<file path="config.mk">
export PLATFORM = sky130hd
export DESIGN_NAME = chc_regs
export DESIGN_NICKNAME = d
export VERILOG_FILES = /design/src/chc_pkg.sv /design/src/chc_regs.sv
export VERILOG_INCLUDE_DIRS = /design/src
export SDC_FILE = /design/constraint.sdc
export NUM_CORES = 1
export LEC_CHECK = 0
export BUFFER_PORTS_ARGS = -buffer_cell sky130_fd_sc_hd__buf_2
export CORE_AREA = 2 2 94 96
export CTS_BUF_LIST = sky130_fd_sc_hd__clkbuf_2
export DETAILED_ROUTE_END_ITERATION = 10
export DIE_AREA = 0 0 96 98
export GPL_ROUTABILITY_DRIVEN = 0
export PLACE_DENSITY_LB_ADDON = 0.2
export SLEW_MARGIN = 25
export SYNTH_ARGS = -nofsm -noshare
export SYNTH_HDL_FRONTEND = slang
export SYNTH_SLANG_ARGS = --single-unit
export TNS_END_PERCENT = 50
</file>
<file path="constraint.sdc">
create_clock -name core_clk -period 2.2 [get_ports core_clk]
set_clock_uncertainty 0.2 [all_clocks]
set_input_delay 0.66 -clock core_clk [delete_from_list [all_inputs] [get_ports core_clk]]
set_output_delay 0.66 -clock core_clk [all_outputs]
set_load 0.005 [all_outputs]
</file>
<file path="src/chc_defs.svh">
// Offsets, field positions, reset values and scale constants of the charger register bank
`ifndef CHC_DEFS_SVH
`define CHC_DEFS_SVH

`define CHC_OFS_SWITCH_CTRL   8'h09
`define CHC_OFS_BOOST_CFG     8'h0a
`define CHC_OFS_STATE_REPORT  8'h0b

`define CHC_RST_SWITCH_CTRL   8'h44
`define CHC_RST_BOOST_CFG     8'h73
`define CHC_WDM_SWITCH_CTRL   8'hd3
`define CHC_WDM_BOOST_CFG     8'hd7

`define CHC_BIT_FORCE_START   7
`define CHC_BIT_HALF_RATE     6
`define CHC_BIT_SW_DISABLE    5
`define CHC_BIT_HOT_VSEL      4
`define CHC_BIT_OFF_DELAY     3
`define CHC_BIT_SYS_RST_EN    2
`define CHC_BIT_PULSE_UP      1
`define CHC_BIT_PULSE_DN      0

`define CHC_MSB_OTG_VCODE     7
`define CHC_LSB_OTG_VCODE     4
`define CHC_BIT_OTG_LIGHT     3
`define CHC_MSB_OTG_ILIM      2
`define CHC_LSB_OTG_ILIM      0

`define CHC_BIT_SRC_MSB       7
`define CHC_BIT_SRC_LSB       5
`define CHC_BIT_PHASE_MSB     4
`define CHC_BIT_PHASE_LSB     3
`define CHC_BIT_PGOOD         2
`define CHC_BIT_MINSYS        0

`define CHC_CHARGE_VOLTAGE_LIMIT_BASE_MV      13'd3840
`define CHC_CHARGE_VOLTAGE_LIMIT_STEP_MV      13'd16
`define CHC_HOT_DROP_MV       13'd200
`define CHC_OTG_BASE_MV       13'd4550
`define CHC_OTG_STEP_MV       13'd64

`define CHC_ILIM_0_MA         12'd500
`define CHC_ILIM_1_MA         12'd750
`define CHC_ILIM_2_MA         12'd1200
`define CHC_ILIM_3_MA         12'd1400
`define CHC_ILIM_4_MA         12'd1650
`define CHC_ILIM_5_MA         12'd1875
`define CHC_ILIM_6_MA         12'd2150
`define CHC_ILIM_7_MA         12'd2450

`endif

</file>
<file path="src/chc_pkg.sv">
// Types shared by the charger register bank
package chc_pkg;
	typedef logic [7:0] chc_byte_t;
	typedef enum logic [1:0] {
		CHC_SW_ON,
		CHC_SW_WAIT,
		CHC_SW_OFF
	} chc_switch_e;
endpackage

</file>
<file path="src/chc_regs.sv">
// Control, boost configuration and status registers of a single-cell charger
`timescale 1ns/1ps
`include "chc_defs.svh"

// What this block does
// Writing one to force-start launches optimizer; bit sets only, clears when run starts.
// Timer slowdown bit one halves safety timer rate during regulation; zero gives full rate.
// Switch disable bit forces battery switch off into ship mode; a write of zero or software reset clears it, watchdog does not.
// With disable set, delay bit zero opens switch at once, one waits ship delay.
// Reset enable bit permits switch-driven full system reset; watchdog leaves it, software reset sets it to one.
// Hot range target is limit minus 200mV when select is zero, full limit when one.
// Pulse-up request accepts one only with pulse enable, clears when its sequence completes.
// Pulse-down request accepts one only with pulse enable, clears when its sequence completes.
// Boost voltage code in bits 7:4 sets target 4.55V plus 64mV steps; default 0111.
// Light-load bit zero allows pulse-frequency boost, one forces fixed frequency; software reset only.
// Boost current limit codes map to 0.5 through 2.45A; default code 011.
// Status source field reports eight input source types, codes 000 through 111.
// Status phase field reports idle, pre-charge, fast charge, termination done.
// Power-good status bit reads one when input qualifies as power good.
// Status bit 1 is reserved and always reads zero.
// Minimum-system bit reads one while battery is below minimum system voltage.
// Watchdog expiry is reported through a read-only fault flag.
// Status reads have no side effect and show live state.
module chc_regs #(
	parameter int unsigned SHIP_DELAY_CYCLES = 1250000
) (
	input  wire logic                   core_clk,
	input  wire logic                   rstn,
	input  wire logic [7:0]             reg_addr,
	input  wire logic                   reg_wr,
	input  wire chc_pkg::chc_byte_t     reg_wdata,
	input  wire logic                   reg_rd,
	output chc_pkg::chc_byte_t          reg_rdata,
	input  wire logic                   sw_reg_reset,
	input  wire logic                   wdog_expire,
	input  wire logic                   current_pulse_enable,
	input  wire logic                   optimizer_started,
	input  wire logic                   pulse_seq_done,
	input  wire logic                   timer_tick,
	input  wire logic                   switch_reset_request,
	input  wire logic [5:0]             charge_voltage_limit,
	input  wire logic [2:0]             input_source_type,
	input  wire logic [1:0]             charge_phase,
	input  wire logic                   power_good_in,
	input  wire logic                   min_system_in,
	input  wire logic                   regulation_active,
	input  wire logic                   hot_range_active,
	output logic                        optimizer_force_start,
	output logic                        pulse_voltage_up_request,
	output logic                        pulse_voltage_down_request,
	output logic                        timer_count_tick,
	output logic                        battery_switch_on,
	output logic                        ship_mode,
	output logic                        system_reset_pulse,
	output logic [12:0]                 charge_target_mv,
	output logic [12:0]                 otg_voltage_mv,
	output logic [11:0]                 otg_current_limit_ma,
	output logic                        otg_light_load_disable,
	output logic                        watchdog_fault
);

	if (SHIP_DELAY_CYCLES < 1) begin : g_bad_delay
		$error("SHIP_DELAY_CYCLES must be at least one");
	end

	chc_pkg::chc_byte_t   optimizer_switch_control_r, optimizer_switch_control_nxt;
	chc_pkg::chc_byte_t   boost_configuration_r, boost_configuration_nxt;
	chc_pkg::chc_switch_e sw_state_r, sw_state_nxt;
	logic [31:0]          ship_cnt_r;
	logic [8:0]           sync1_r, sync2_r;
	logic                 half_phase_r;

	// Status and analog flags cross from the power stage
	wire [8:0] live_raw = {hot_range_active, regulation_active, input_source_type,
		charge_phase, power_good_in, min_system_in};
	always_ff @(posedge core_clk) begin
		if (!rstn) begin
			sync1_r <= '0;
			sync2_r <= '0;
		end else begin
			sync1_r <= live_raw;
			sync2_r <= sync1_r;
		end
	end

	wire       hot_s     = sync2_r[8];
	wire       regul_s   = sync2_r[7];
	wire [2:0] src_s     = sync2_r[6:4];
	wire [1:0] phase_s   = sync2_r[3:2];
	wire       pgood_s   = sync2_r[1];
	wire       minsys_s  = sync2_r[0];

	wire wr09 = reg_wr && (reg_addr == `CHC_OFS_SWITCH_CTRL);
	wire wr0a = reg_wr && (reg_addr == `CHC_OFS_BOOST_CFG);
	wire rd09 = reg_addr == `CHC_OFS_SWITCH_CTRL;
	wire rd0a = reg_addr == `CHC_OFS_BOOST_CFG;
	wire rd0b = reg_addr == `CHC_OFS_STATE_REPORT;

	// Reserved bit 1 is tied low; fields are the live synchronised levels
	wire [7:0] status_word = {src_s, phase_s, pgood_s, 1'b0, minsys_s};

	wire [7:0] rd_mux = rd09 ? optimizer_switch_control_r :
		rd0a ? boost_configuration_r :
		rd0b ? status_word : 8'h00;

	always_comb begin
		optimizer_switch_control_nxt = optimizer_switch_control_r;
		if (wdog_expire) begin
			optimizer_switch_control_nxt = (optimizer_switch_control_r & ~`CHC_WDM_SWITCH_CTRL) |
				(`CHC_RST_SWITCH_CTRL & `CHC_WDM_SWITCH_CTRL);
		end
		if (optimizer_started) begin
			optimizer_switch_control_nxt[`CHC_BIT_FORCE_START] = 1'b0;
		end
		if (pulse_seq_done) begin
			optimizer_switch_control_nxt[`CHC_BIT_PULSE_UP] = 1'b0;
			optimizer_switch_control_nxt[`CHC_BIT_PULSE_DN] = 1'b0;
		end
		if (wr09) begin
			optimizer_switch_control_nxt[6:2] = reg_wdata[6:2];
			if (reg_wdata[`CHC_BIT_FORCE_START]) begin
				optimizer_switch_control_nxt[`CHC_BIT_FORCE_START] = 1'b1;
			end
			if (reg_wdata[`CHC_BIT_PULSE_UP] && current_pulse_enable) begin
				optimizer_switch_control_nxt[`CHC_BIT_PULSE_UP] = 1'b1;
			end
			if (reg_wdata[`CHC_BIT_PULSE_DN] && current_pulse_enable) begin
				optimizer_switch_control_nxt[`CHC_BIT_PULSE_DN] = 1'b1;
			end
		end
		if (sw_reg_reset) begin
			optimizer_switch_control_nxt = `CHC_RST_SWITCH_CTRL;
		end
	end

	always_comb begin
		boost_configuration_nxt = boost_configuration_r;
		if (wdog_expire) begin
			boost_configuration_nxt = (boost_configuration_r & ~`CHC_WDM_BOOST_CFG) |
				(`CHC_RST_BOOST_CFG & `CHC_WDM_BOOST_CFG);
		end
		if (wr0a) begin
			boost_configuration_nxt = reg_wdata;
		end
		if (sw_reg_reset) begin
			boost_configuration_nxt = `CHC_RST_BOOST_CFG;
		end
	end

	always_ff @(posedge core_clk) begin
		if (!rstn) begin
			optimizer_switch_control_r        <= `CHC_RST_SWITCH_CTRL;
			boost_configuration_r        <= `CHC_RST_BOOST_CFG;
			reg_rdata      <= 8'h00;
			watchdog_fault <= 1'b0;
		end else begin
			optimizer_switch_control_r        <= optimizer_switch_control_nxt;
			boost_configuration_r        <= boost_configuration_nxt;
			reg_rdata      <= reg_rd ? rd_mux : reg_rdata;
			watchdog_fault <= wdog_expire | (watchdog_fault & ~sw_reg_reset);
		end
	end

	assign optimizer_force_start      = optimizer_switch_control_r[`CHC_BIT_FORCE_START];
	assign pulse_voltage_up_request   = optimizer_switch_control_r[`CHC_BIT_PULSE_UP];
	assign pulse_voltage_down_request = optimizer_switch_control_r[`CHC_BIT_PULSE_DN];
	assign otg_light_load_disable     = boost_configuration_r[`CHC_BIT_OTG_LIGHT];

	// Safety timer tick: every other tick is dropped while slowed
	wire slow = optimizer_switch_control_r[`CHC_BIT_HALF_RATE] && regul_s;
	assign timer_count_tick = timer_tick && (!slow || half_phase_r);

	always_ff @(posedge core_clk) begin
		if (!rstn) begin
			half_phase_r <= 1'b0;
		end else if (timer_tick) begin
			half_phase_r <= slow ? ~half_phase_r : 1'b0;
		end
	end

	// Battery switch control with optional ship entry delay
	wire sw_dis   = optimizer_switch_control_r[`CHC_BIT_SW_DISABLE];
	wire dly_done = ship_cnt_r >= SHIP_DELAY_CYCLES - 1;

	always_comb begin
		sw_state_nxt = sw_state_r;
		case (sw_state_r)
			chc_pkg::CHC_SW_ON: begin
				if (sw_dis) begin
					sw_state_nxt = optimizer_switch_control_r[`CHC_BIT_OFF_DELAY] ? chc_pkg::CHC_SW_WAIT
						: chc_pkg::CHC_SW_OFF;
				end
			end
			chc_pkg::CHC_SW_WAIT: begin
				if (!sw_dis) begin
					sw_state_nxt = chc_pkg::CHC_SW_ON;
				end else if (dly_done) begin
					sw_state_nxt = chc_pkg::CHC_SW_OFF;
				end
			end
			chc_pkg::CHC_SW_OFF: begin
				if (!sw_dis) begin
					sw_state_nxt = chc_pkg::CHC_SW_ON;
				end
			end
			default: sw_state_nxt = chc_pkg::CHC_SW_ON;
		endcase
	end

	always_ff @(posedge core_clk) begin
		if (!rstn) begin
			sw_state_r <= chc_pkg::CHC_SW_ON;
			ship_cnt_r <= '0;
		end else begin
			sw_state_r <= sw_state_nxt;
			ship_cnt_r <= (sw_state_r == chc_pkg::CHC_SW_WAIT) ? ship_cnt_r + 32'd1 : 32'd0;
		end
	end

	assign battery_switch_on = sw_state_r != chc_pkg::CHC_SW_OFF;
	assign ship_mode         = sw_state_r == chc_pkg::CHC_SW_OFF;

	// Derived regulation targets
	wire [12:0] charge_voltage_limit_mv = `CHC_CHARGE_VOLTAGE_LIMIT_BASE_MV + {7'd0, charge_voltage_limit} * `CHC_CHARGE_VOLTAGE_LIMIT_STEP_MV;
	wire [12:0] hot_mv  = (hot_s && !optimizer_switch_control_r[`CHC_BIT_HOT_VSEL]) ?
		charge_voltage_limit_mv - `CHC_HOT_DROP_MV : charge_voltage_limit_mv;
	wire [3:0]  vcode   = boost_configuration_r[`CHC_MSB_OTG_VCODE:`CHC_LSB_OTG_VCODE];
	wire [12:0] otg_mv  = `CHC_OTG_BASE_MV + {9'd0, vcode} * `CHC_OTG_STEP_MV;
	wire [2:0]  icode   = boost_configuration_r[`CHC_MSB_OTG_ILIM:`CHC_LSB_OTG_ILIM];
	logic [11:0] ilim_ma;

	always_comb begin
		case (icode)
			3'h0: ilim_ma = `CHC_ILIM_0_MA;
			3'h1: ilim_ma = `CHC_ILIM_1_MA;
			3'h2: ilim_ma = `CHC_ILIM_2_MA;
			3'h3: ilim_ma = `CHC_ILIM_3_MA;
			3'h4: ilim_ma = `CHC_ILIM_4_MA;
			3'h5: ilim_ma = `CHC_ILIM_5_MA;
			3'h6: ilim_ma = `CHC_ILIM_6_MA;
			default: ilim_ma = `CHC_ILIM_7_MA;
		endcase
	end

	always_ff @(posedge core_clk) begin
		if (!rstn) begin
			charge_target_mv     <= '0;
			otg_voltage_mv       <= '0;
			otg_current_limit_ma <= '0;
			system_reset_pulse   <= 1'b0;
		end else begin
			charge_target_mv     <= hot_mv;
			otg_voltage_mv       <= otg_mv;
			otg_current_limit_ma <= ilim_ma;
			system_reset_pulse   <= switch_reset_request && optimizer_switch_control_r[`CHC_BIT_SYS_RST_EN];
		end
	end
endmodule // chc_regs

</file>
# Word level (Yosys, flattened, before mapping)
# Index checks and enable logic that the tools add are counted.
# totals
output_inout_bits	55
reg_bits	117
in_bits	42
# classes
n_reduce_logical	18
bitwise	5
n_lt_le_gt_ge	1
mux	21
n_eq_ne	15
addsub	4
# op_table
cell	count
$pmux 12 s7	1
$mux 8	7
$add 32x1->32 const B	1
$ge 32x21->1 const B	1
$eq 8x4->1 const B	3
$add 12x10->13 const A	1
$add 13x10->13 const A	1
$mux 13	1
$sub 13x8->13 const B	1
$mux 2	6
$eq 3x3->1 const B	3
$logic_and 1x1->1	8
$eq 3x2->1 const B	2
$ne 2x2->1 const B	3
$pmux 2 s3	1
$mux 1	5
$reduce_bool 2->1	2
$eq 3x1->1 const B	1
$logic_not 3->1	1
$ne 3x3->1 const B	1
$not 1->1	3
$reduce_and 3->1	1
$eq 2x1->1 const B	1
$eq 2x2->1 const B	1
7 further kinds	8

# Longest topological paths before layout
# logic_depth
word_depth	4
depth_mapped	7

# Worst setup path before layout
# OpenSTA, ideal clock, no wires.
# synth_path
path_type	input-to-reg
start	in reg_addr[2]
end	reg optimizer_switch_control_r[0]
path_slack_ps	100
stages	6
arrival_time_ps	1835
path_buffers	1
path_cell_list	or4b_4 -> nor3_4 -> and3_1 -> buf_6 -> a32oi_1 -> nor2_1
# synth_between
elab_chain_len	3
# synth_lines
element	line_no	source
start, declared	chc_regs.sv:29	input wire logic [7:0] reg_addr,
$eq 8x4->1 (no line)	-	
$logic_and 1x1->1	chc_regs.sv:93	wire wr09 = reg_wr && (reg_addr == `CHC_OFS_SWITCH_CTRL);
$mux 8	chc_regs.sv:119	if (wr09) begin
end signal, assigned	chc_regs.sv:152	optimizer_switch_control_r <= `CHC_RST_SWITCH_CTRL;
end signal, assigned	chc_regs.sv:157	optimizer_switch_control_r <= optimizer_switch_control_nxt;
end, declared	chc_regs.sv:66	chc_pkg::chc_byte_t optimizer_switch_control_r, optimizer_switch_control_nxt;
# Every way passes these cells.
# A chain may end at the register's enable or synchronous reset.

# Worst setup path in the final report
# layout_path
start	reg optimizer_switch_control_r[6]
end	out timer_count_tick
# layout_between
elab_chain_len	4
# layout_lines
element	line_no	source
$logic_and 1x1->1	chc_regs.sv:170	wire slow = optimizer_switch_control_r[`CHC_BIT_HALF_RATE] && regul_s;
$logic_not 1->1	chc_regs.sv:171	assign timer_count_tick = timer_tick && (!slow || half_phase_r);
$logic_or 1x1->1	chc_regs.sv:171	
$logic_and 1x1->1	chc_regs.sv:171	
end, declared	chc_regs.sv:51	output logic timer_count_tick,
# Every way passes these cells.

==> results.ini <==
[floorplan]
initial_utilization_pct=52.6
die_h_um=98
boundaryPins=97
total_die_area_um2=9410
die_width_um=96
fp-row-count=34
core_um2=8470

[worst_setup_path]
timing.critical_path.from=optimizer_switch_control_r[6]
timing_worst_setup_path_type=flop to output port
critical_path.max_fanout=2
cp_slowest_cell=sky130_fd_sc_hd__dfxtp_2
timing.rr.start=ship_cnt_r[0]
critical_path.startpoint_type=flop
crit_path_cell_trace=nand2_1, o21a_1, buf_2
worst-endpoint-arrival_ps=1290
timing.critical_path.slowest_cell_delay_ps=400
critical_path_depth=3
worstPathRequired_ps=1340
critical-path-top-delay-family=flip-flops
reg2regPathDepth=6
worst-path-buf-inv=1
endpoint_kind=output port

[sta]
worst_relative_slew_slack_pct=66.4
post-route-period-util_pct=97.8
finalSetupViolCount=0
hold_violations=0
fmaxAchievable_mhz=465
layout_min_cycle_time_ps=2150
grt_setup_unrepaired=true
worst_margin_pin_slew_ps=502
fin_setup_tns_ps=0
slew_viol_final=0

[synthesis]
ys_dominant_reg_cell=sky130_fd_sc_hd__dfxtp_1
synth_seq_cells=107
share_of_flip_flops_with_an_asynchronous_set_or_reset_after_synthesis_pct=0
area_of_the_mapped_netlist_um2=4460
synth.yosys.warnings=0
synth_cell_type_count=46
yosysSeqAreaShare_pct=48.1
syn_inst=486
average_instance_area_after_synthesis_um2=9.17
synth_enable_flop_cells=0

[pwr]
power_frac_comb_pct=6.0
p_seq_share_pct=65.1
p_leak_uw=0.00216
p_int_uw=2350
total_switching_power_uw=716
netSwitchingFraction_pct=23.4
peak_supply_drop_uv=287
power.clock.fraction_pct=28.9
power_density_nw_per_um2=606

[place]
place.port_buffers=88
detailed_place_hpwl_um=6360
dpl.cell_count=663

[global_route]
grt_first_pass_wirelength_um=14500
number_of_antenna_violations_at_the_first_check_in_global_routing=0
grt_remaining_overflow=0
grt_start_max_net_pins=33
first_global_vias=3224
grt.total_usage_pct=19.3

[drt]
detailedRoute.firstPassIterationCount=4
final_antenna_net_count=0
drcViolationCount=0
avgViaCountPerCell=5.15
wire_per_inst_um=12.6
wirelength_um=8600
via_count=3501
drtIter0Drc=136

[cells_and_area]
share_of_final_layout_standard_cells_stronger_than_drive_strength_1_pct=21.9
final_common_cell=sky130_fd_sc_hd__dfxtp_1
layout.cells.most_common_list=sky130_fd_sc_hd__dfxtp_1 (104), sky130_fd_sc_hd__buf_2 (88), sky130_fd_sc_hd__nor2_1 (55)
diodes=0
design.final.nets=615
finished_layout_cells=680
area_delta_synth_final_pct=13.5

[cts]
cts_max_level=3
worstSkewPairLatency_ps=550
buffer_cell_driving_the_clock_tree_root=sky130_fd_sc_hd__clkbuf_2
tritoncts=built
tritoncts.num_buffers=9
clkTransAtPathRegs_ps=270
tritoncts_num_sinks=107
post_cts_hold_buffer_count=0
ctsLongestPathBuffers=2

[run]
max_cap_viols=0

[worst_hold_path]
min-delay-start=hot_range_active
hold_depth=2
min_path_type=input pin to flop

[status]
outcome=finished clean

==> path summary, 6_finish.rpt <==
path              slack, ps               end
setup reg to reg        260     sw_state_r[1]
hold reg to reg         270        sync2_r[2]
setup / recovery         50  timer_count_tick
hold / removal          110        sync1_r[8]
==> metrics by stage <==
step	power [uW]	setup WS (ps)	area (um2)	util (%)	hold WS [ps]
global placement	2210	-149	4920	58.2	216
finish	3060	48.0	5060	59.8	106
detailed placement	2220	-202	4920	58.2	221
global route	3200	-54.9	5060	59.8	55.0
CTS	3100	1.19	5050	59.7	48.4
floorplan	2140	100	4480	-	212
==> state kept, by name, summed over array words and instances, names as in the netlist <==
| name | flops |
|---|---|
| otg_current_limit_ma | 12 |
| sync2_r | 9 |
| boost_configuration_r | 8 |
| sync1_r | 9 |
| sw_state_r | 2 |
| optimizer_switch_control_r | 8 |
| otg_voltage_mv | 6 |
| watchdog_fault | 1 |
| charge_target_mv | 10 |
| reg_rdata | 8 |
| ship_cnt_r | 32 |
| system_reset_pulse | 1 |
| half_phase_r | 1 |
==> per-layer routing <==
metal	global-route usage, %	vias up	part of all wire, %
li1	-	1786	-
met5	0	-	0
met4	7.14	0	1.4
met1	26.4	1611	48
met3	4.09	10	5.7
met2	29.8	94	45
==> cells in the mapped netlist (all sizes together) (2+ instances only) <==
| master | instances | share of area (%) |
|---|---|---|
| dfxtp | 107 | 48 |
| nor2 | 55 | 4.6 |
| and2 | 35 | 4.9 |
| nand2 | 31 | 2.6 |
| xor2 | 28 | 5.5 |
| nand3 | 21 | 2.4 |
| buf | 20 | 3.1 |
| inv | 17 | 1.4 |
| and3 | 15 | 2.1 |
| o21ai | 14 | 1.6 |
| clkbuf | 13 | 1.1 |
| nand4 | 11 | 1.9 |
| xnor2 | 11 | 2.2 |
| a21oi | 10 | 1.1 |
| nor3 | 10 | 1.4 |
| nor2b | 9 | 1.3 |
| nand2b | 8 | 1.1 |
| o22ai | 8 | 1.1 |
| a21boi | 7 | 1.2 |
| a22oi | 7 | 1.2 |
| ha | 6 | 1.7 |
| mux2 | 5 | 1.3 |
| nor4 | 5 | 1.4 |
| nand3b | 4 | 0.67 |
| nand4b | 4 | 0.79 |
| o21a | 4 | 0.67 |
| or3 | 4 | 0.56 |
| and4 | 3 | 0.59 |
| nor3b | 3 | 0.51 |
| a32oi | 2 | 0.39 |
==> kinds of logic (layout without fill, tap and decap cells) <==
group / Yosys count / count (layout) / share of synthesized area, %
flops: 107 / 107 / 48.1
fa+ha+maj: 6 / 6 / 1.68
mux: 5 / 5 / 1.26
other cells: 1 / 8 / 0.0841
compound gates: 58 / 58 / 8.37
simple gates: 220 / 220 / 27.3
buf+inv: 50 / 129 / 5.61
xor+xnor: 39 / 39 / 7.66
==> power by group through the flow <==
stage	Sequential (uW)	Combinational [uW]	Clock [uW]
floorplan	2030	107	0
global route	2000	210	992
finish	1990	183	886
detailed placement	2030	185	0
CTS	2000	185	924
global placement	2030	181	0
==> timing repair <==
action	in CTS	in global routing
gates resized for setup	2	2
endpoints found under the setup margin	2	3
setup buffers	1	0
==> layout make-up <==
cell class | count | area, um2
Tap cell | 108 | 135
Clock buffer | 10 | 50.0
Fill cell | 778 | 3410
Clock inverter | 6 | 65.1
Inverter | 17 | 63.8
Sequential cell | 107 | 2150
Multi-Input combinational cell | 336 | 2100
Timing Repair Buffer | 96 | 500
Power figures use the tool's default switching activity.
